`config.mk`:
```
export PLATFORM = sky130hd
export DESIGN_NAME = dpt_ctrl
export DESIGN_NICKNAME = d
export VERILOG_FILES = /design/src/rtl/dpt_pkg.sv /design/src/rtl/dpt_ctrl.sv /design/src/rtl/dpt_gap_cnt.sv
export SDC_FILE = /design/constraint.sdc
export NUM_CORES = 1
export LEC_CHECK = 0
export BUFFER_PORTS_ARGS = -buffer_cell sky130_fd_sc_hd__buf_2
export CORE_MARGIN = 5
export CORE_UTILIZATION = 35
export DETAILED_ROUTE_END_ITERATION = 6
export PLACE_DENSITY = 0.61
export SYNTH_ARGS = -nofsm -noshare
export SYNTH_HDL_FRONTEND = slang
export SYNTH_SLANG_ARGS = --single-unit
```
`constraint.sdc`:
```
create_clock -name clk -period 7.6 [get_ports clk]
set_input_delay 1.52 -clock clk [delete_from_list [all_inputs] [get_ports clk]]
set_output_delay 1.52 -clock clk [all_outputs]
set_load 0.005 [all_outputs]
```
`src/rtl/dpt_pkg.sv`:
```
// package: constants and carrier types for the ddr4 power-down / termination / levelling timing controller
package dpt_pkg;

   // ---------------------------------------------------------------
   // register map of the controller's own port
   // ---------------------------------------------------------------
   localparam logic [3:0] DPT_REG_CMD    = 4'h0;  // write: issue command
   localparam logic [3:0] DPT_REG_LAT    = 4'h1;  // latencies cwl/al/pl
   localparam logic [3:0] DPT_REG_CFG    = 4'h2;  // write recovery, mode bits
   localparam logic [3:0] DPT_REG_STATUS = 4'h3;  // read: state
   localparam logic [3:0] DPT_REG_TERM   = 4'h4;  // write: termination pulse request
   localparam logic [3:0] DPT_REG_WLVL   = 4'h5;  // write: levelling start / stop

   // ---------------------------------------------------------------
   // command codes written to DPT_REG_CMD[2:0]
   // ---------------------------------------------------------------
   localparam logic [2:0] DPT_CMD_MRS    = 3'h1;
   localparam logic [2:0] DPT_CMD_RD     = 3'h2;
   localparam logic [2:0] DPT_CMD_WR     = 3'h3;
   localparam logic [2:0] DPT_CMD_WRA    = 3'h4;
   localparam logic [2:0] DPT_CMD_REF    = 3'h5;
   localparam logic [2:0] DPT_CMD_PDE    = 3'h6;  // power-down entry
   localparam logic [2:0] DPT_CMD_PDX    = 3'h7;  // power-down exit

   // ---------------------------------------------------------------
   // field positions
   // ---------------------------------------------------------------
   localparam int DPT_CMD_LSB   = 0;
   localparam int DPT_CWL_LSB   = 0;   // lat[5:0]
   localparam int DPT_AL_LSB    = 8;   // lat[13:8]
   localparam int DPT_PL_LSB    = 16;  // lat[19:16]
   localparam int DPT_WR_LSB    = 0;   // cfg[5:0]  write recovery in clocks
   localparam int DPT_BC4F_BIT  = 8;   // cfg: burst chop 4 fixed by mode register
   localparam int DPT_PRE2_BIT  = 9;   // cfg: two-clock write preamble
   localparam int DPT_DLLOFF_BIT = 10; // cfg: dll off
   localparam int DPT_PAREN_BIT = 11;  // cfg: ca parity enabled
   localparam int DPT_TWR_BIT   = 0;   // term: pulse accompanies a write
   localparam int DPT_TBC4_BIT  = 1;   // term: that write is burst chop 4

   // ---------------------------------------------------------------
   // timing figures in clocks and in nanoseconds
   // ---------------------------------------------------------------
   localparam int DPT_RD_EXTRA      = 4;   // read_to_powerdown_gap = rl + 4 + 1
   localparam int DPT_RD_ONE        = 1;
   localparam int DPT_WR_BL8_EXTRA  = 4;
   localparam int DPT_WR_BC4_EXTRA  = 2;
   localparam int DPT_WRA_ONE       = 1;
   localparam int DPT_TERM_BL8_1CK  = 6;   // term_high_time_long_burst
   localparam int DPT_TERM_BL8_2CK  = 7;
   localparam int DPT_TERM_BC4_1CK  = 4;   // term_high_time_short_burst
   localparam int DPT_TERM_BC4_2CK  = 5;
   localparam int DPT_WLVL_FIRST    = 40;  // wlvl_first_strobe_wait
   localparam int DPT_WLVL_DRIVE    = 25;  // wlvl_strobe_drive_wait
   localparam int DPT_TERM_LAT_SUB  = 2;   // direct term latency = wl - 2
   localparam int DPT_CAL_MIN_CK    = 3;
   localparam real DPT_CAL_MIN_NS   = 3.748;
   localparam real DPT_WLVL_FB_NS   = 9.5; // wlvl_feedback_delay, device side
   localparam real DPT_CLK_NS       = 5.0;
   localparam int DPT_WLVL_FB_CK    = int'(DPT_WLVL_FB_NS / DPT_CLK_NS) < 1 ? 1
                                      : int'($floor(DPT_WLVL_FB_NS / DPT_CLK_NS));
   localparam int DPT_CAL_NS_CK     = int'($ceil(DPT_CAL_MIN_NS / DPT_CLK_NS));
   localparam int DPT_CAL_CK        = DPT_CAL_NS_CK > DPT_CAL_MIN_CK ? DPT_CAL_NS_CK : DPT_CAL_MIN_CK;

   localparam int DPT_CW = 8;  // width of every down-counter

   // ---------------------------------------------------------------
   // carrier types
   // ---------------------------------------------------------------
   typedef struct packed {
      logic [3:0]  addr;
      logic [31:0] wdata;
      logic        wr;
      logic        rd;
   } dpt_bus_req_t;

   typedef struct packed {
      logic       cke;         // clock enable, low = power-down
      logic [2:0] cmd;         // command presented on the command pins, one-cycle
      logic       cmd_vld;
      logic       term;        // termination control
      logic       strobe_oe;   // data strobe pair driven
      logic       strobe;      // strobe level (rising edge is a levelling pulse)
   } dpt_pins_t;

   typedef enum logic [1:0] {
      DPT_WL_IDLE,
      DPT_WL_WAIT,
      DPT_WL_PULSE,
      DPT_WL_SAMPLE
   } dpt_wl_t;

endpackage : dpt_pkg

```
`src/rtl/dpt_ctrl.sv`:
```
// host-side controller enforcing ddr4 power-down, termination and write-levelling spacing
//
// How it works
// - after a mode set through the command register (not the levelling one), wait the mode-update delay before lowering clock enable
// - after a read, wait read latency plus 4 plus 1 before power-down
// - after a write, wait write latency plus 4 (or 2) plus recovery
// - after write with auto precharge, wait the same as after a write plus one more clock
// - termination with burst-8 write stays high 6 or 7 clocks by preamble
// - other termination pulses stay high 4 or 5 clocks by preamble
// - first strobe rising edge no sooner than 40 clocks after levelling set
// - strobe pair driven no sooner than 25 clocks after levelling set
// - gear-down mode is never used
// - with parity on and dll off, refresh time grows by parity latency
// - nanosecond figures become clocks by division and rounding
// - command-address latency is the larger of 3 clocks and 3.748 ns
// - below 1600 MT/s the slowest grade's clock counts apply
// - software should spread accesses over rows; no logic needed here
//
// Added by the designer: the address map and strobed register access.
`timescale 1ns/1ps
module dpt_ctrl
   import dpt_pkg::*;
#(
   parameter int MODE_UPDATE_CK = 24,   // mode_update_delay in clocks
   parameter int REFRESH_CK     = 70,
   parameter int W              = DPT_CW
) (
   input  wire logic         clk,
   input  wire logic         rst_b,
   input  wire logic [3:0]   addr,
   input  wire logic [31:0]  wdata,
   input  wire logic         wr,
   input  wire logic         rd,
   output      logic [31:0]  rdata,
   input  wire logic         wlvl_fb,
   output      dpt_pins_t    pins
);
   // ---------------------------------------------------------------
   // elaboration checks
   // ---------------------------------------------------------------
   initial begin
      if (MODE_UPDATE_CK < 1 || MODE_UPDATE_CK >= (1 << W)) $error("dpt_ctrl: MODE_UPDATE_CK out of range");
      if (REFRESH_CK < 1 || REFRESH_CK >= (1 << (W - 1))) $error("dpt_ctrl: REFRESH_CK out of range");
      if (W < 7) $error("dpt_ctrl: W too small for levelling waits");
   end

   // ---------------------------------------------------------------
   // state
   // ---------------------------------------------------------------
   typedef struct packed {
      logic [31:0] rdata;
      dpt_pins_t   pins;
      logic [5:0]  write_cas_latency;
      logic [5:0]  al;
      logic [3:0]  pl;
      logic [5:0]  wrec;
      logic        bc4f;
      logic        pre2;
      logic        dlloff;
      logic        paren;
      logic [W-1:0] term_cnt;
      logic [W-1:0] wl_cnt;
      dpt_wl_t     wl_st;
      logic        wl_res;
      logic        refused;   // sticky: a command was refused since the last status read
   } dpt_st_t;

   dpt_st_t st_q;
   dpt_st_t st_d;

   function automatic logic [W-1:0] ck(input int v);
      return v[W-1:0];
   endfunction : ck

   // ---------------------------------------------------------------
   // derived latencies
   // ---------------------------------------------------------------
   logic [W-1:0] wl_tot;
   logic [W-1:0] rl_tot;
   logic [W-1:0] burst_tail;
   always_comb begin
      wl_tot     = ck(int'(st_q.write_cas_latency) + int'(st_q.al) + int'(st_q.pl));
      rl_tot     = wl_tot;  // read latency tracks write latency plus the same additive part
      burst_tail = st_q.bc4f ? ck(DPT_WR_BC4_EXTRA) : ck(DPT_WR_BL8_EXTRA);
   end

   // ---------------------------------------------------------------
   // per-constraint counters
   // ---------------------------------------------------------------
   logic         ld_mrs;
   logic         ld_rd;
   logic         ld_wr;
   logic         ld_ref;
   logic         busy_mrs;
   logic         busy_rd;
   logic         busy_wr;
   logic         busy_ref;
   logic [W-1:0] v_rd;
   logic [W-1:0] v_wr;
   logic [W-1:0] v_ref;
   logic         is_cmd;
   logic [2:0]   cmd;

   assign is_cmd = wr && addr == DPT_REG_CMD;
   assign cmd    = wdata[DPT_CMD_LSB +: 3];

   always_comb begin
      v_rd  = rl_tot + ck(DPT_RD_EXTRA + DPT_RD_ONE);
      v_wr  = wl_tot + burst_tail + ck(int'(st_q.wrec));
      if (cmd == DPT_CMD_WRA) begin
         v_wr = v_wr + ck(DPT_WRA_ONE);
      end
      v_ref = ck(REFRESH_CK);
      if (st_q.paren && st_q.dlloff) begin
         v_ref = v_ref + ck(int'(st_q.pl));
      end
   end

   logic pd_block;
   assign pd_block = busy_mrs | busy_rd | busy_wr | busy_ref;

   assign ld_mrs = is_cmd && cmd == DPT_CMD_MRS && !pd_block;
   assign ld_rd  = is_cmd && cmd == DPT_CMD_RD && st_q.pins.cke;
   assign ld_wr  = is_cmd && (cmd == DPT_CMD_WR || cmd == DPT_CMD_WRA) && st_q.pins.cke;
   assign ld_ref = is_cmd && cmd == DPT_CMD_REF && st_q.pins.cke;

   dpt_gap_cnt #(.W(W)) u_mrs (
      .clk   (clk),
      .rst_b (rst_b),
      .load  (ld_mrs),
      .value (ck(MODE_UPDATE_CK)),
      .busy  (busy_mrs)
   );
   dpt_gap_cnt #(.W(W)) u_rd (
      .clk   (clk),
      .rst_b (rst_b),
      .load  (ld_rd),
      .value (v_rd),
      .busy  (busy_rd)
   );
   dpt_gap_cnt #(.W(W)) u_wr (
      .clk   (clk),
      .rst_b (rst_b),
      .load  (ld_wr),
      .value (v_wr),
      .busy  (busy_wr)
   );
   dpt_gap_cnt #(.W(W)) u_ref (
      .clk   (clk),
      .rst_b (rst_b),
      .load  (ld_ref),
      .value (v_ref),
      .busy  (busy_ref)
   );

   // ---------------------------------------------------------------
   // next state
   // ---------------------------------------------------------------
   logic [W-1:0] term_len;
   always_comb begin
      st_d = st_q;
      st_d.pins.cmd_vld = 1'b0;
      st_d.pins.cmd     = '0;
      st_d.rdata        = '0;
      term_len          = '0;

      // register writes
      if (wr) begin
         if (addr == DPT_REG_LAT) begin
            st_d.write_cas_latency = wdata[DPT_CWL_LSB +: 6];
            st_d.al  = wdata[DPT_AL_LSB +: 6];
            st_d.pl  = wdata[DPT_PL_LSB +: 4];
         end else if (addr == DPT_REG_CFG) begin
            st_d.wrec   = wdata[DPT_WR_LSB +: 6];
            st_d.bc4f   = wdata[DPT_BC4F_BIT];
            st_d.pre2   = wdata[DPT_PRE2_BIT];
            st_d.dlloff = wdata[DPT_DLLOFF_BIT];
            st_d.paren  = wdata[DPT_PAREN_BIT];
         end else if (addr == DPT_REG_CMD) begin
            if (cmd == DPT_CMD_PDE) begin
               if (pd_block || !st_q.pins.cke) begin
                  st_d.refused = 1'b1;
               end else begin
                  st_d.pins.cke     = 1'b0;
                  st_d.pins.cmd     = cmd;
                  st_d.pins.cmd_vld = 1'b1;
               end
            end else if (cmd == DPT_CMD_PDX) begin
               st_d.pins.cke     = 1'b1;
               st_d.pins.cmd     = cmd;
               st_d.pins.cmd_vld = 1'b1;
            end else if (ld_mrs || ld_rd || ld_wr || ld_ref) begin
               st_d.pins.cmd     = cmd;
               st_d.pins.cmd_vld = 1'b1;
            end else begin
               st_d.refused = 1'b1;
            end
         end else if (addr == DPT_REG_TERM) begin
            if (wdata[DPT_TWR_BIT] && !wdata[DPT_TBC4_BIT]) begin
               term_len = st_q.pre2 ? ck(DPT_TERM_BL8_2CK) : ck(DPT_TERM_BL8_1CK);
            end else begin
               term_len = st_q.pre2 ? ck(DPT_TERM_BC4_2CK) : ck(DPT_TERM_BC4_1CK);
            end
            if (term_len > st_q.term_cnt) begin
               st_d.term_cnt = term_len;
            end
         end else if (addr == DPT_REG_WLVL) begin
            if (wdata[0] && st_q.wl_st == DPT_WL_IDLE) begin
               st_d.wl_st        = DPT_WL_WAIT;                             // levelling mode programmed
               st_d.wl_cnt       = '0;
               st_d.pins.cmd     = DPT_CMD_MRS;
               st_d.pins.cmd_vld = 1'b1;
            end else if (!wdata[0]) begin
               st_d.wl_st          = DPT_WL_IDLE;
               st_d.pins.strobe_oe = 1'b0;
               st_d.pins.strobe    = 1'b0;
            end
         end
      end

      // termination pulse width
      if (st_d.term_cnt != '0 && !(wr && addr == DPT_REG_TERM && term_len > st_q.term_cnt)) begin
         st_d.term_cnt = st_q.term_cnt - 1'b1;
      end
      st_d.pins.term = (st_d.term_cnt != '0);

      // ---------------------------------------------------------------
      // write levelling sequence
      // ---------------------------------------------------------------
      case (st_q.wl_st)
         DPT_WL_IDLE: begin
         end
         DPT_WL_WAIT: begin
            st_d.wl_cnt = st_q.wl_cnt + 1'b1;
            if (st_q.wl_cnt >= ck(DPT_WLVL_DRIVE - 1)) begin
               st_d.pins.strobe_oe = 1'b1;
            end
            if (st_q.wl_cnt >= ck(DPT_WLVL_FIRST - 1)) begin
               st_d.pins.strobe = 1'b1;
               st_d.wl_cnt      = '0;
               st_d.wl_st       = DPT_WL_PULSE;
            end
         end
         DPT_WL_PULSE: begin
            st_d.pins.strobe = 1'b0;
            st_d.wl_st       = DPT_WL_SAMPLE;
         end
         DPT_WL_SAMPLE: begin
            // allow the feedback delay plus one before sampling
            st_d.wl_cnt = st_q.wl_cnt + 1'b1;
            if (st_q.wl_cnt >= ck(DPT_WLVL_FB_CK)) begin
               st_d.wl_res = wlvl_fb;
               st_d.wl_cnt = '0;
               st_d.wl_st  = DPT_WL_IDLE;
            end
         end
         default: begin
            st_d.wl_st = DPT_WL_IDLE;
         end
      endcase
      if (wr && addr == DPT_REG_WLVL && !wdata[0]) begin
         st_d.wl_st = DPT_WL_IDLE;
      end

      // register reads
      if (rd) begin
         if (addr == DPT_REG_STATUS) begin
            st_d.rdata = {16'h0000, 8'(DPT_CAL_CK), 1'b0, st_q.refused, st_q.wl_res,
                          st_q.wl_st != DPT_WL_IDLE, pd_block, st_q.pins.term, 1'b0, st_q.pins.cke};
            st_d.refused = 1'b0;
         end else if (addr == DPT_REG_LAT) begin
            st_d.rdata = {12'h000, st_q.pl, 2'b00, st_q.al, 2'b00, st_q.write_cas_latency};
         end else if (addr == DPT_REG_CFG) begin
            st_d.rdata = {20'h00000, st_q.paren, st_q.dlloff, st_q.pre2, st_q.bc4f, 2'b00, st_q.wrec};
         end else if (addr == DPT_REG_TERM) begin
            st_d.rdata = {24'h000000, 8'(wl_tot - ck(DPT_TERM_LAT_SUB))};
         end else begin
            st_d.rdata = '0;
         end
         // a refusal arriving with the read survives
         if (wr && addr == DPT_REG_CMD && st_d.pins.cmd_vld == 1'b0) begin
            st_d.refused = 1'b1;
         end
      end
   end

   always_ff @(posedge clk or negedge rst_b) begin
      if (!rst_b) begin
         st_q          <= '0;
         st_q.pins.cke <= 1'b1;
         st_q.wl_st    <= DPT_WL_IDLE;
      end else begin
         st_q <= st_d;
      end
   end

   assign rdata = st_q.rdata;
   assign pins  = st_q.pins;

endmodule : dpt_ctrl

```
`src/rtl/dpt_gap_cnt.sv`:
```
// down-counter that holds one pending minimum-spacing constraint
`timescale 1ns/1ps
module dpt_gap_cnt
   import dpt_pkg::*;
#(
   parameter int W = DPT_CW
) (
   input  wire logic         clk,
   input  wire logic         rst_b,
   input  wire logic         load,
   input  wire logic [W-1:0] value,
   output      logic         busy
);
   initial begin
      if (W < 2) $error("dpt_gap_cnt: width too small");
   end

   typedef struct packed {
      logic [W-1:0] cnt;
   } dpt_gap_st_t;

   dpt_gap_st_t st_q;
   dpt_gap_st_t st_d;

   // a new load never shortens a longer wait already running
   always_comb begin
      st_d = st_q;
      if (st_q.cnt != '0) begin
         st_d.cnt = st_q.cnt - 1'b1;
      end
      if (load && value > st_d.cnt) begin
         st_d.cnt = value;
      end
   end

   always_ff @(posedge clk or negedge rst_b) begin
      if (!rst_b) begin
         st_q <= '0;
      end else begin
         st_q <= st_d;
      end
   end

   assign busy = (st_q.cnt != '0);

endmodule : dpt_gap_cnt

```
---- Word level (Yosys, flattened, before mapping) ----
Index checks and enable logic that the tools add are counted.
cells by class
  $lt $le $gt $ge ......................... 9
  $add $sub $neg .......................... 14
  bitwise gates (word level) .............. 6
  mux-type cells .......................... 82
  eq/ne operators ......................... 20
  reduce and logical (&&, ||, !) cells .... 50
operators with widths
  cell                                              count
  two-way mux 8 bit                                 25
  two-way mux 20 bit                                3
  nonzero test 8 bit                                6
  two-way mux 46 bit                                1
  > comparator 8 bit                                5
  two-way mux 10 bit                                4
  subtractor 8 x 1 -> 8 bit, second input constant  5
  two-way mux 18 bit                                2
  two-way mux 2 bit                                 14
  two-way mux 28 bit                                1
  two-way mux 4 bit                                 6
  logical AND 1 bit                                 22
  two-way mux 1 bit                                 17
  adder 8 x 1 -> 8 bit, second input constant       2
  two-way mux 16 bit                                1
  one-hot mux 8 bit (2 select lines)                1
  == test 3 bit, second input constant              4
  two-way mux 12 bit                                1
  != test 3 x 1 -> 1 bit, second input constant     4
  two-way mux 11 bit                                1
  two-way mux 5 bit                                 2
  nonzero test 3 bit                                3
  adder 7 x 4 -> 8 bit                              1
  adder 7 x 4 -> 8 bit, first input constant        1
  31 further kinds                                  49
storage, ports and cells
  output and inout bits ................... 40
  bits of input ports ..................... 41
  register bits ........................... 118
  logic and storage cells ................. 205

---- Depth between registers and ports, before layout ----
Gate-level depths: netlist of run 1.
  word-level depth ........................ 20
  mapped depth ............................ 22
  depth with buffers taken out ............ 22

---- Cells and area by module ----
A second synthesis of run 1 with hierarchy kept.
unflattened totals
  cell total of the unflattened synthesis .. 832
  area, all modules ....................... 7,781.2 um^2
modules (own cells, without submodules)
  module                    area each (um^2)  cells each  instances  seq. area each (um^2)
  dpt_ctrl                  4,982.3           535         1          1,803.0
  dpt_gap_cnt at u_mrs ...  699.4             75          3          200.2
  dpt_gap_cnt at u_wr       700.7             72          1          200.2

---- Least setup slack after synthesis of run 1 ----
OpenSTA, ideal clock, no wires.
  kind .................................... register to register
  start point ............................. register st_q[31] in the netlist's numbering
  end point ............................... register u_wr.st_q[4] in the netlist's numbering
  required time ........................... 7,475 ps
  library setup time ...................... 125 ps
  arrival ................................. 5,467 ps
  path buffers ............................ 0
  stages on the path, launching flop included .. 22
  path slack .............................. 2,008 ps
  clock period less this slack ............ 5,592 ps
  path through ............................ dfrtp_1 > inv_1 > fa_1 > inv_1 > ha_1 > fa_1 > xnor2_1 > inv_1 > ha_1 > ha_1 > o21ai_0 > or4b_2 > o2111ai_1 > nand2_1 > xnor2_1 > inv_1 > ha_1 > and4_1 > nand2_1 > o21ai_0 > a211oi_2 > mux2_2
RTL lines
  element                 line               source
  start, declared         dpt_ctrl.sv:68     dpt_st_t st_q;
  start signal, assigned  dpt_ctrl.sv:293    st_q <= st_d;
  end signal, assigned    dpt_gap_cnt.sv:40  st_q <= st_d;
  end, declared           dpt_gap_cnt.sv:22  dpt_gap_st_t st_q;

==> flow_summary_export.csv, run 1 <==
group,metric,value,unit
final_layout,final_area,8068,um2
global_route,grt_pass1_vias,5684,
routing,drt_wl_total,16740,um
timing,max_freq,0.1584,GHz
floorplan,pin_count,81,
worst_setup_path,worstPathMaxFanout,8,
final_layout,nets,951,
flow_run,cap_violations,0,
clocking,clock_sinks,104,
floorplan,initial_utilization,35.62,%
placement,gp_congestion,0.8614,
placement,hpwl,13080,um
synth,synth_top_family_by_area,"simple AND/OR/NAND/NOR gates",
synth,synth-seq-cells,104,
power_and_ir_drop,clockPowerShare,14.3,%
synth,yosysTopAreaCell,"dfrtp_1",
global_route,grt_antenna_before_repair,0,
clocking,clkTransAtPathRegs,0.08,ns
floorplan,die_area,24420,um2
power_and_ir_drop,vdd_drop_max,0.1813,mV
synth,synth_cell_types,67,
worst_setup_path,worst_path_max_delay_cell,"a211oi_2",
synth,yosysWarnings,0,
worst_setup_path,crit_required,7.85,ns
power_and_ir_drop,intPower,1.819,mW
routing,post_drt_wl_per_cell,14.98,um
timing,period_share,83.07,%
final_layout,final.fill_count,2092,
timing,setup_viol,0,
routing,route.detailed.drc,0,
synth,ys.flop_type,"dfrtp_1",
final_layout,antennaDiodeCount,0,
synth,synthXorXnorAreaFrac,4.913,%
clocking,clock_path_buffers,2,
clocking,post_cts_buffers,0,
synth,async_reset_ff_share,100.0,%
global_route,grt_max_degree,59,
synth,netlist_area,7487,um2
synth,synth_edf_count,0,
timing,worst_hold_slack,0.4979,ns
synth,synth_cells,817,
worst_setup_path,crit_type,"reg -> reg",
floorplan,die_h,156.3,um
timing,worst_pin_slew,1.014,ns
synth,synth-adder-area-share,13.00,%
floorplan,num_rows,53,
placement,io_buffers,50,
worst_setup_path,critPathLaunchType,"flop",
synth,synth-simple-area-share,17.55,%
final_layout,area_delta_synth_final,7.754,%
synth,synthTopCellsByArea,"dfrtp_1 (34%), ha_1 (11%), buf_4 (4.3%), mux2_2 (4.2%), inv_1 (4.0%)",
clocking,cts_root_buf,"clkbuf_16",
synth,ys_seq_area_share,34.78,%
power_and_ir_drop,switchingPower,1.496,mW
power_and_ir_drop,power_density,410.9,nW/um2
clocking,clk_latency,0.36,ns
power_and_ir_drop,p_comb_share,61.1,%
clocking,holdBufCountCts,0,
global_route,overflow,0,
routing,drt_iter0_markers,304,
routing,dr.pass1.iters,4,
timing,drv_slew,0,
power_and_ir_drop,power,3.315,mW
power_and_ir_drop,seq_power_share,24.7,%
clocking,cts_tree,"yes",
worst_hold_path,hold_path_class,"reg -> reg",
synth,synth.top_cells.by_count,"dfrtp_1 (103), inv_1 (80), ha_1 (65)",
synth,synth_top_area_share,34.43,%
clocking,htree_levels,3,
power_and_ir_drop,leakage,3.865,nW
routing,via_count,5578,
worst_setup_path,critPathMaxStageDelay,0.70,ns
timing,relSlewSlack,31.47,%
routing,avgViaCountPerCell,4.994,
clocking,cts_buffers,9,
worst_setup_path,crit_chain,"inv_1 > fa_1 > inv_1 > ha_1 > fa_1 > xnor2_1 > inv_1 > ha_1 > ha_1 > a211oi_1 > o22ai_1 > a2111oi_0 > nand2_1 > xnor2_1 > inv_1 > ha_1 > and4_1 > nand2_1 > o21ai_0 > a211oi_2 > mux2_2",
floorplan,die_w,156.3,um
synth,synth-compound-area-share,13.37,%
synth,postSynthAreaPerCell,9.164,um2
final_layout,final_layout_size_suffix_gt1_share,13.18,%
timing,hold_violations,0,
global_route,grt_use_total,14.19,%
timing,fin_setup_tns,0,ns
timing,fin_ws,1.287,ns
power_and_ir_drop,switching_share,45.13,%
final_layout,final_util,38.38,%
timing,fin_skew,0.01098,ns
timing,min_period,6.313,ns
synth,yosysMostFrequentCell,"dfrtp_1",
worst_setup_path,cp.arrival,6.56,ns
worst_setup_path,crit_path_end_kind,"flop",
placement,dp_worst_setup_slack,1.288,ns
clocking,cts_resized,0,
timing,rsz0062_at_grt,"no",
run_status,status,"complete, no violations",
placement,dpl_cell_area,7771,um2
placement,placed_cells,1101,
synth,muxShareOfSynthArea,7.152,%
final_layout,finalNonFillerCells,1117,
floorplan,coreArea,21020,um2
routing,postRouteAntennaNets,0,
global_route,grt_pass1_wl,28190,um
[cell families (layout without fill, tap and decap cells)]
kind of cell,Yosys count,after routing
simple gates,253,253
flops,104,104
buf+inv,138,150
xor+xnor,42,42
fa+ha+maj,73,73
compound gates,156,156
other cells,1,14
mux,50,50
[power groups by stage]
stage / Clock, mW / Combinational, mW / Sequential (mW)
3_3_place_gp: 0 / 1.98 / 0.823
4_1_cts: 0.491 / 2.04 / 0.818
3_5_place_dp: 0 / 2.02 / 0.827
6_report: 0.472 / 2.02 / 0.818
2_1_floorplan: 0 / 1.65 / 0.780
5_1_grt: 0.513 / 2.35 / 0.840
[cell usage in the layout, fill, tap and decap left out, types with 8 or more instances in the layout]
cell type,instances
dfrtp_1,103
o21ai_0,48
clkbuf_16,9
and3_1,14
nor2_1,60
nor3b_1,11
xnor2_1,27
ha_1,65
buf_2,49
xor2_1,15
a21o_1,8
nor3_1,26
fa_1,8
nand3_1,11
mux2i_1,22
nand2_1,63
conb_1,14
a21oi_1,36
nor4_1,9
inv_1,80
mux2_2,28
nor2b_1,13
[state kept, by name, summed over array words and instances (netlist names)]
signal and cells:
u_rd.st_q 8, rdata 18, pins 8, st_q 46, u_ref.st_q 8, u_mrs.st_q 8, u_wr.st_q 8
[cell type report]
class | instances | area, um2 | area share, %
Tap cell | 275 | 344.1 | 4.265
Clock buffer | 10 | 229.0 | 2.838
Timing Repair Buffer | 53 | 275.3 | 3.412
Clock inverter | 6 | 67.56 | 0.8375
Inverter | 81 | 304.0 | 3.769
Multi-Input combinational cell | 588 | 4244 | 52.61
Sequential cell | 104 | 2604 | 32.27
[per-layer routing]
metal	GRT usage, %	wire (um)	vias to the layer above
met3	2.323	581	24
met2	23.10	7685	83
li1	-	-	2836
met5	0	0	-
met1	19.06	8081	2635
met4	5.248	388	0
[final timing paths]
path	slack, ns	startpoint	to	cells past startpoint
worst min register to register	0.50	st_q[42]$_DFFE_PN0P_	st_q[42]$_DFFE_PN0P_	2
worst max-delay path	1.29	st_q[31]$_DFFE_PN0P_	u_wr.st_q[4]$_DFF_PN0_	21
worst max register to register	1.29	st_q[31]$_DFFE_PN0P_	u_wr.st_q[4]$_DFF_PN0_	21
max in group asynchronous	5.26	rst_b	u_rd.st_q[6]$_DFF_PN0_	2
min in group asynchronous	1.16	rst_b	st_q[31]$_DFFE_PN0P_	1
worst min-delay path	0.50	st_q[42]$_DFFE_PN0P_	st_q[42]$_DFFE_PN0P_	2
[worst max-delay path, delay by kind of cell (launching register included)]
family / cells / cell delay [ns]
adder cells (fa/ha/maj): 6 / 2.15
AO/OA/AOI/OAI: 5 / 1.72
multiplexers: 1 / 0.41
AND/OR/NAND/NOR: 3 / 0.34
buffers and inverters: 4 / 0.33
XOR/XNOR: 2 / 0.84
flip-flops: 1 / 0.40
No activity file was read; power rests on OpenSTA's default activity.
==> inputs of run 2 (changes only) <==
- ABC_AREA: unset -> 1
- clock period: 7.6 -> 6.63 ns (I/O delays scaled with it)
==> run 2 against run 1 <==
Clock skew is 0.0046 ns lower. Critical path depth is 7 higher. Via count is 4.6% higher. Global-route usage is 0.43 points lower. Non-clock buffer count is 2 lower. Area after synthesis is 1.9% higher. Combinational power is 6% higher. Final area is 2.5% higher. Critical path type unchanged. Highest routed layer unchanged.
==> flow_summary_export.csv, run 2 <==
group,metric,value,unit
run_status,status,"complete, no violations",
routing,post_drt_wl_per_cell,12.72,um
clocking,cts_root_buf,"clkbuf_16",
global_route,overflow,0,
synth,async_reset_ff_share,100.0,%
synth,postSynthAreaPerCell,7.859,um2
final_layout,final_layout_size_suffix_gt1_share,13.60,%
synth,synthTopCellsByArea,"dfrtp_1 (34%), ha_1 (11%), nand2_1 (9.1%), inv_1 (7.4%), buf_4 (4.1%)",
placement,hpwl,12860,um
clocking,clkTransAtPathRegs,0.07,ns
worst_setup_path,reg2reg_from,"st_q[31]$_DFFE_PN0P_",
clocking,cts_tree,"yes",
timing,hold_violations,0,
global_route,grt_pass1_wl,27830,um
global_route,grt_pass1_vias,5742,
final_layout,final_area,8268,um2
worst_setup_path,crit_required,6.86,ns
timing,max_freq,0.1902,GHz
synth,synth_cells,971,
timing,period_share,79.32,%
floorplan,die_h,157.7,um
routing,route.detailed.drc,0,
synth,synth_top_area_share,33.78,%
synth,synth_cell_types,56,
routing,postRouteAntennaNets,0,
global_route,grt_max_degree,59,
synth,ys_seq_area_share,34.12,%
worst_setup_path,crit_type,"reg -> reg",
final_layout,final_cell_mix,"nand2_1 (186), inv_1 (151), dfrtp_1 (103)",
timing,relSlewSlack,38.61,%
synth,yosysMostFrequentCell,"nand2_1",
final_layout,multi_input_area,4091,um2
worst_setup_path,critPathMaxStageDelay,0.59,ns
timing,drv_slew,0,
routing,drt_wl_total,16280,um
floorplan,die_w,157.7,um
timing,worst_pin_slew,0.9186,ns
global_route,grt_use_total,13.76,%
global_route,grt_antenna_before_repair,0,
clocking,clock_sinks,104,
clocking,htree_levels,3,
routing,via_count,5832,
synth,synth_edf_count,0,
power_and_ir_drop,power_density,437.3,nW/um2
clocking,clk_latency,0.35,ns
synth,netlist_area,7631,um2
final_layout,largest_register_ffs,46,
worst_hold_path,whs_path_depth,2,
floorplan,num_rows,54,
worst_hold_path,hp-start,"st_q[10]$_DFFE_PN0P_",
synth,yosysTopAreaCell,"dfrtp_1",
clocking,holdBufCountCts,0,
power_and_ir_drop,vdd_drop_max,0.1722,mV
timing,fin_skew,0.006377,ns
final_layout,nets,1109,
flow_run,cap_violations,0,
floorplan,coreArea,21620,um2
final_layout,final_common_cell,"nand2_1",
final_layout,area_delta_synth_final,8.346,%
worst_setup_path,critPathLaunchType,"flop",
floorplan,die_area,24860,um2
clocking,post_cts_buffers,0,
worst_setup_path,worst_path_max_delay_cell,"fa_1",
final_layout,seqCellArea,2604,um2
placement,gp_congestion,0.8425,
placement,io_buffers,50,
timing,rsz0062_at_grt,"no",
timing,fin_setup_tns,0,ns
worst_setup_path,crit_path_end_kind,"flop",
worst_setup_path,r2r_cells,28,
placement,dpl_cell_area,7930,um2
worst_hold_path,holdPathEnd,"st_q[10]$_DFFE_PN0P_",
routing,dr.pass1.iters,5,
routing,drt_iter0_markers,281,
clocking,clock_path_buffers,2,
final_layout,final.fill_count,2189,
worst_setup_path,r2r_end,"u_wr.st_q[7]$_DFF_PN0_",
worst_setup_path,worstPathMaxFanout,14,
synth,yosysWarnings,0,
floorplan,pin_count,81,
worst_setup_path,cp.arrival,5.49,ns
worst_setup_path,rrSetupSlack,1.37,ns
synth,synth-seq-cells,104,
timing,setup_viol,0,
synth,ys.flop_type,"dfrtp_1",
routing,avgViaCountPerCell,4.556,
clocking,cts_buffers,9,
worst_hold_path,hold_path_class,"reg -> reg",
final_layout,antennaDiodeCount,0,
power_and_ir_drop,leakage,4.307,nW
synth,synth.top_cells.by_count,"nand2_1 (186), inv_1 (151), dfrtp_1 (103)",
clocking,cts_resized,0,
timing,min_period,5.259,ns
final_layout,largest-register,"st_q",
floorplan,initial_utilization,35.30,%
## run 2: worst max-delay path, delay by kind of cell, from the launching register on
kind	cells	cell delay, ns
compound gates	2	0.20
xor+xnor	1	0.22
fa+ha+maj	6	2.58
buf+inv	7	0.65
flops	1	0.36
simple gates	12	1.13
## run 2: per-stage QoR
stage	util (%)	hold WS (ns)	instances	setup slack [ns]	total power, mW
6_report	38.24	0.4687	1280	1.371	3.616
5_1_grt	38.24	0.4954	1280	0.7633	4.057
4_1_cts	38.24	0.4721	1280	1.313	3.657
3_5_place_dp	36.68	0.4528	1264	1.352	3.013
3_3_place_gp	36.68	0.4526	1264	1.403	2.991
2_1_floorplan	-	0.4368	984	1.850	2.606
## run 2: worst max-delay path by stage
stage / start / end / slack (ns) / cells past startpoint
after floorplan: st_q[31]$_DFFE_PN0P_ / u_wr.st_q[4]$_DFF_PN0_ / 1.85 / 29
after global placement: st_q[31]$_DFFE_PN0P_ / u_wr.st_q[7]$_DFF_PN0_ / 1.40 / 28
after detailed placement: st_q[31]$_DFFE_PN0P_ / u_wr.st_q[7]$_DFF_PN0_ / 1.35 / 28
after CTS: st_q[31]$_DFFE_PN0P_ / u_wr.st_q[7]$_DFF_PN0_ / 1.31 / 28
after global routing: st_q[31]$_DFFE_PN0P_ / u_wr.st_q[7]$_DFF_PN0_ / 0.76 / 29
final: st_q[31]$_DFFE_PN0P_ / u_wr.st_q[7]$_DFF_PN0_ / 1.37 / 28
## run 2: where the power goes
part           total (mW)  leakage (nW)  switching, mW  internal (mW)
combinational        2.15          2.87           1.33          0.815
sequential          0.866          1.28          0.102          0.765
clock               0.603         0.156          0.234          0.369
total                3.62          4.31           1.67           1.95
## run 2: kinds of logic (layout without fill, tap and decap cells)
logic type,Yosys count,after routing,share of synthesized area [%]
buffers and inverters,216,232,12.90
and+or+nand+nor,385,385,23.69
other,1,14,0.04914
xor gates and xnor gates,31,31,3.902
AOI/OAI and AO/OA,161,161,12.58
DFF,104,104,34.12
adders and majority gates,73,73,12.76
## run 2: final cells by class
class / count / area share (%)
inverter: 165 / 7.551
clock buffer: 11 / 2.815
sequential: 104 / 31.49
timing repair buffer: 51 / 3.148
tap: 280 / 4.237
multi-input combinational: 664 / 49.49
clock inverter: 5 / 1.271
## run 2: metal layers
metal	GRT usage [%]	share of wire, %	wire length (um)	vias to the layer above
met3	2.078	1.9	317	12
met2	22.96	48	7791	62
li1	-	-	-	3107
met1	18.71	49	7977	2651
met4	3.605	1.2	190	0
met5	0	0	0	-
==> inputs of run 3 (changes only) <==
- ABC_AREA: 1 -> 0
- clock period: 6.63 -> 5.3 ns (I/O delays scaled with it)
==> run 3 against run 2 <==
Critical endpoint is now u_wr.st_q[1]$_DFF_PN0_. First-iteration DRC count is 17% higher. Highest routed layer is now met5. Sequential share of layout area decreased by 0.64 points. Power up 53%. Via count is 0.74% lower. Sequential cell count is the same.
==> flow_summary_export.csv, run 3 (same netlist as run 1, synthesis figures left out) <==
group,metric,value,unit
run_status,status,"complete, no violations",
timing,period_share,99.48,%
placement,gp_congestion,0.8690,
final_layout,largest_register_ffs,46,
worst_setup_path,crit_path_start,"st_q[35]$_DFFE_PN0P_",
power_and_ir_drop,switchingPower,2.419,mW
final_layout,final_cell_mix,"dfrtp_1 (103), inv_1 (76), nand2_1 (63), ha_1 (63), nor2_1 (59)",
worst_setup_path,rrSetupSlack,0.03,ns
worst_setup_path,r2r_end,"u_wr.st_q[1]$_DFF_PN0_",
timing,worst_hold_slack,0.5118,ns
global_route,grt_pass1_wl,29280,um
floorplan,initial_utilization,35.62,%
power_and_ir_drop,leakage,4.045,nW
clocking,clock_sinks,104,
worst_hold_path,hold_path_class,"reg -> reg",
global_route,overflow,0,
power_and_ir_drop,intPower,3.111,mW
clocking,clkTransAtPathRegs,0.08,ns
routing,avgViaCountPerCell,5.021,
timing,worst_pin_slew,1.017,ns
timing,rsz0062_at_grt,"yes",
global_route,grt_max_degree,71,
final_layout,largest-register,"st_q",
worst_setup_path,crit_required,5.59,ns
final_layout,final_common_cell,"dfrtp_1",
routing,dr.pass1.iters,4,
timing,relSlewSlack,31.27,%
routing,drt_wl_total,17850,um
routing,via_count,5789,
final_layout,multi_input_area,4364,um2
final_layout,final_area,8439,um2
worst_setup_path,r2r_cells,22,
power_and_ir_drop,power,5.530,mW
final_layout,seqCellArea,2604,um2
timing,hold_violations,0,
clocking,cts_root_buf,"clkbuf_16",
routing,postRouteAntennaNets,0,
clocking,cts_buffers,9,
global_route,grt_use_total,14.97,%
power_and_ir_drop,power_density,655.2,nW/um2
placement,dpl_cell_area,8083,um2
worst_setup_path,worst_path_max_delay_cell,"fa_2",
timing,fin_skew,0.01505,ns
power_and_ir_drop,clockPowerShare,11.6,%
worst_setup_path,cp-endpoint,"u_wr.st_q[1]$_DFF_PN0_",
floorplan,pin_count,81,
final_layout,antennaDiodeCount,0,
worst_setup_path,crit_chain,"inv_2 > fa_1 > inv_1 > ha_2 > fa_2 > inv_2 > fa_1 > inv_2 > fa_2 > a211oi_4 > buf_4 > o21ai_0 > a21oi_1 > xnor2_1 > xnor2_2 > inv_2 > ha_4 > and4_4 > o21ai_2 > a211oi_4 > buf_6 > mux2i_1",
worst_setup_path,cp.arrival,5.56,ns
clocking,clock_path_buffers,2,
power_and_ir_drop,vdd_drop_max,0.3219,mV
power_and_ir_drop,seq_power_share,21.2,%
routing,drt_iter0_markers,329,
timing,min_period,5.272,ns
worst_setup_path,critPathMostFrequentCell,"inv_2",
clocking,cts_tree,"yes",
global_route,grt_pass1_vias,5742,
floorplan,die_w,156.3,um
worst_setup_path,reg2reg_from,"st_q[35]$_DFFE_PN0P_",
clocking,holdBufCountCts,0,
worst_setup_path,crit_path_end_kind,"flop",
timing,setup_viol,0,
placement,hpwl,13710,um
final_layout,final_layout_size_suffix_gt1_share,19.13,%
flow_run,cap_violations,0,
timing,max_freq,0.1897,GHz
routing,route.detailed.drc,0,
worst_setup_path,critPathMaxStageDelay,0.54,ns
floorplan,coreArea,21020,um2
worst_setup_path,critPathLaunchType,"flop",
final_layout,area_delta_synth_final,12.72,%
routing,post_drt_wl_per_cell,15.48,um
clocking,htree_levels,3,
floorplan,num_rows,53,
timing,drv_slew,0,
clocking,clk_latency,0.36,ns
global_route,grt_antenna_before_repair,2,
power_and_ir_drop,switching_share,43.74,%
power_and_ir_drop,p_comb_share,67.2,%
floorplan,die_area,24420,um2
worst_setup_path,worstPathMaxFanout,5,
floorplan,die_h,156.3,um
final_layout,nets,987,
final_layout,final.fill_count,2124,
worst_setup_path,crit_type,"reg -> reg",
placement,io_buffers,50,
run 3: final cells by class:
| type | instances | share of cell area [%] |
|---|---|---|
| repair buffers | 89 | 6.509 |
| multi-input cells | 588 | 51.71 |
| clock inverters | 5 | 0.4893 |
| inverters | 81 | 3.603 |
| flip-flops and latches | 104 | 30.85 |
| well taps | 275 | 4.077 |
| clock buffers | 11 | 2.758 |
run 3: power by group through the flow:
stage	registers, mW	clock network [mW]	logic (mW)
after detailed placement	1.18	0	3.49
after global routing	1.20	0.695	4.24
after floorplan	1.12	0	2.49
after CTS	1.17	0.665	3.54
after global placement	1.18	0	3.45
final	1.17	0.642	3.72
run 3: metrics by stage:
step / std cells / utilization [%] / setup TNS [ns] / worst slack [ns]
detailed placement: 1135 / 38.45 / -0.3397 / -0.07564
finish: 1153 / 40.15 / 0 / 0.02781
floorplan: 830 / - / 0 / 0.009550
global placement: 1135 / 38.45 / -0.1015 / -0.03444
CTS: 1151 / 39.84 / 0 / 0.02220
global route: 1153 / 40.15 / -1.525 / -0.1988
run 3: how the worst min path moves through the flow:
stage / start / endpoint / slack [ns] / cells after the start
finish: u_mrs.st_q[7]$_DFF_PN0_ / u_mrs.st_q[7]$_DFF_PN0_ / 0.51 / 1
global route: u_mrs.st_q[6]$_DFF_PN0_ / u_mrs.st_q[6]$_DFF_PN0_ / 0.54 / 1
CTS: u_mrs.st_q[7]$_DFF_PN0_ / u_mrs.st_q[7]$_DFF_PN0_ / 0.52 / 1
detailed placement: u_mrs.st_q[7]$_DFF_PN0_ / u_mrs.st_q[7]$_DFF_PN0_ / 0.50 / 1
global placement: st_q[42]$_DFFE_PN0P_ / st_q[42]$_DFFE_PN0P_ / 0.47 / 2
floorplan: st_q[42]$_DFFE_PN0P_ / st_q[42]$_DFFE_PN0P_ / 0.45 / 2
run 3: worst max-delay path, delay by kind of cell (launching register included):
family | cells | cell delay [ns]
fa+ha+maj | 6 | 2.44
xor+xnor | 2 | 0.36
buf+inv | 7 | 0.63
flops | 1 | 0.39
mux | 1 | 0.19
simple gates | 1 | 0.21
compound gates | 5 | 0.96
run 3: layer usage:
metal	global-route usage [%]	vias up	wire, um
met5	0	-	26
met4	3.636	4	271
met3	3.789	23	987
met2	23.79	89	8063
met1	20.54	2763	8505
li1	-	2910	-
run 3: repair_timing:
action	CTS	global route
resized for setup	3	13
endpoints found under the setup margin	8	8
setup buffers	0	2
hold endpoints to repair	0	0
pin swaps	2	13
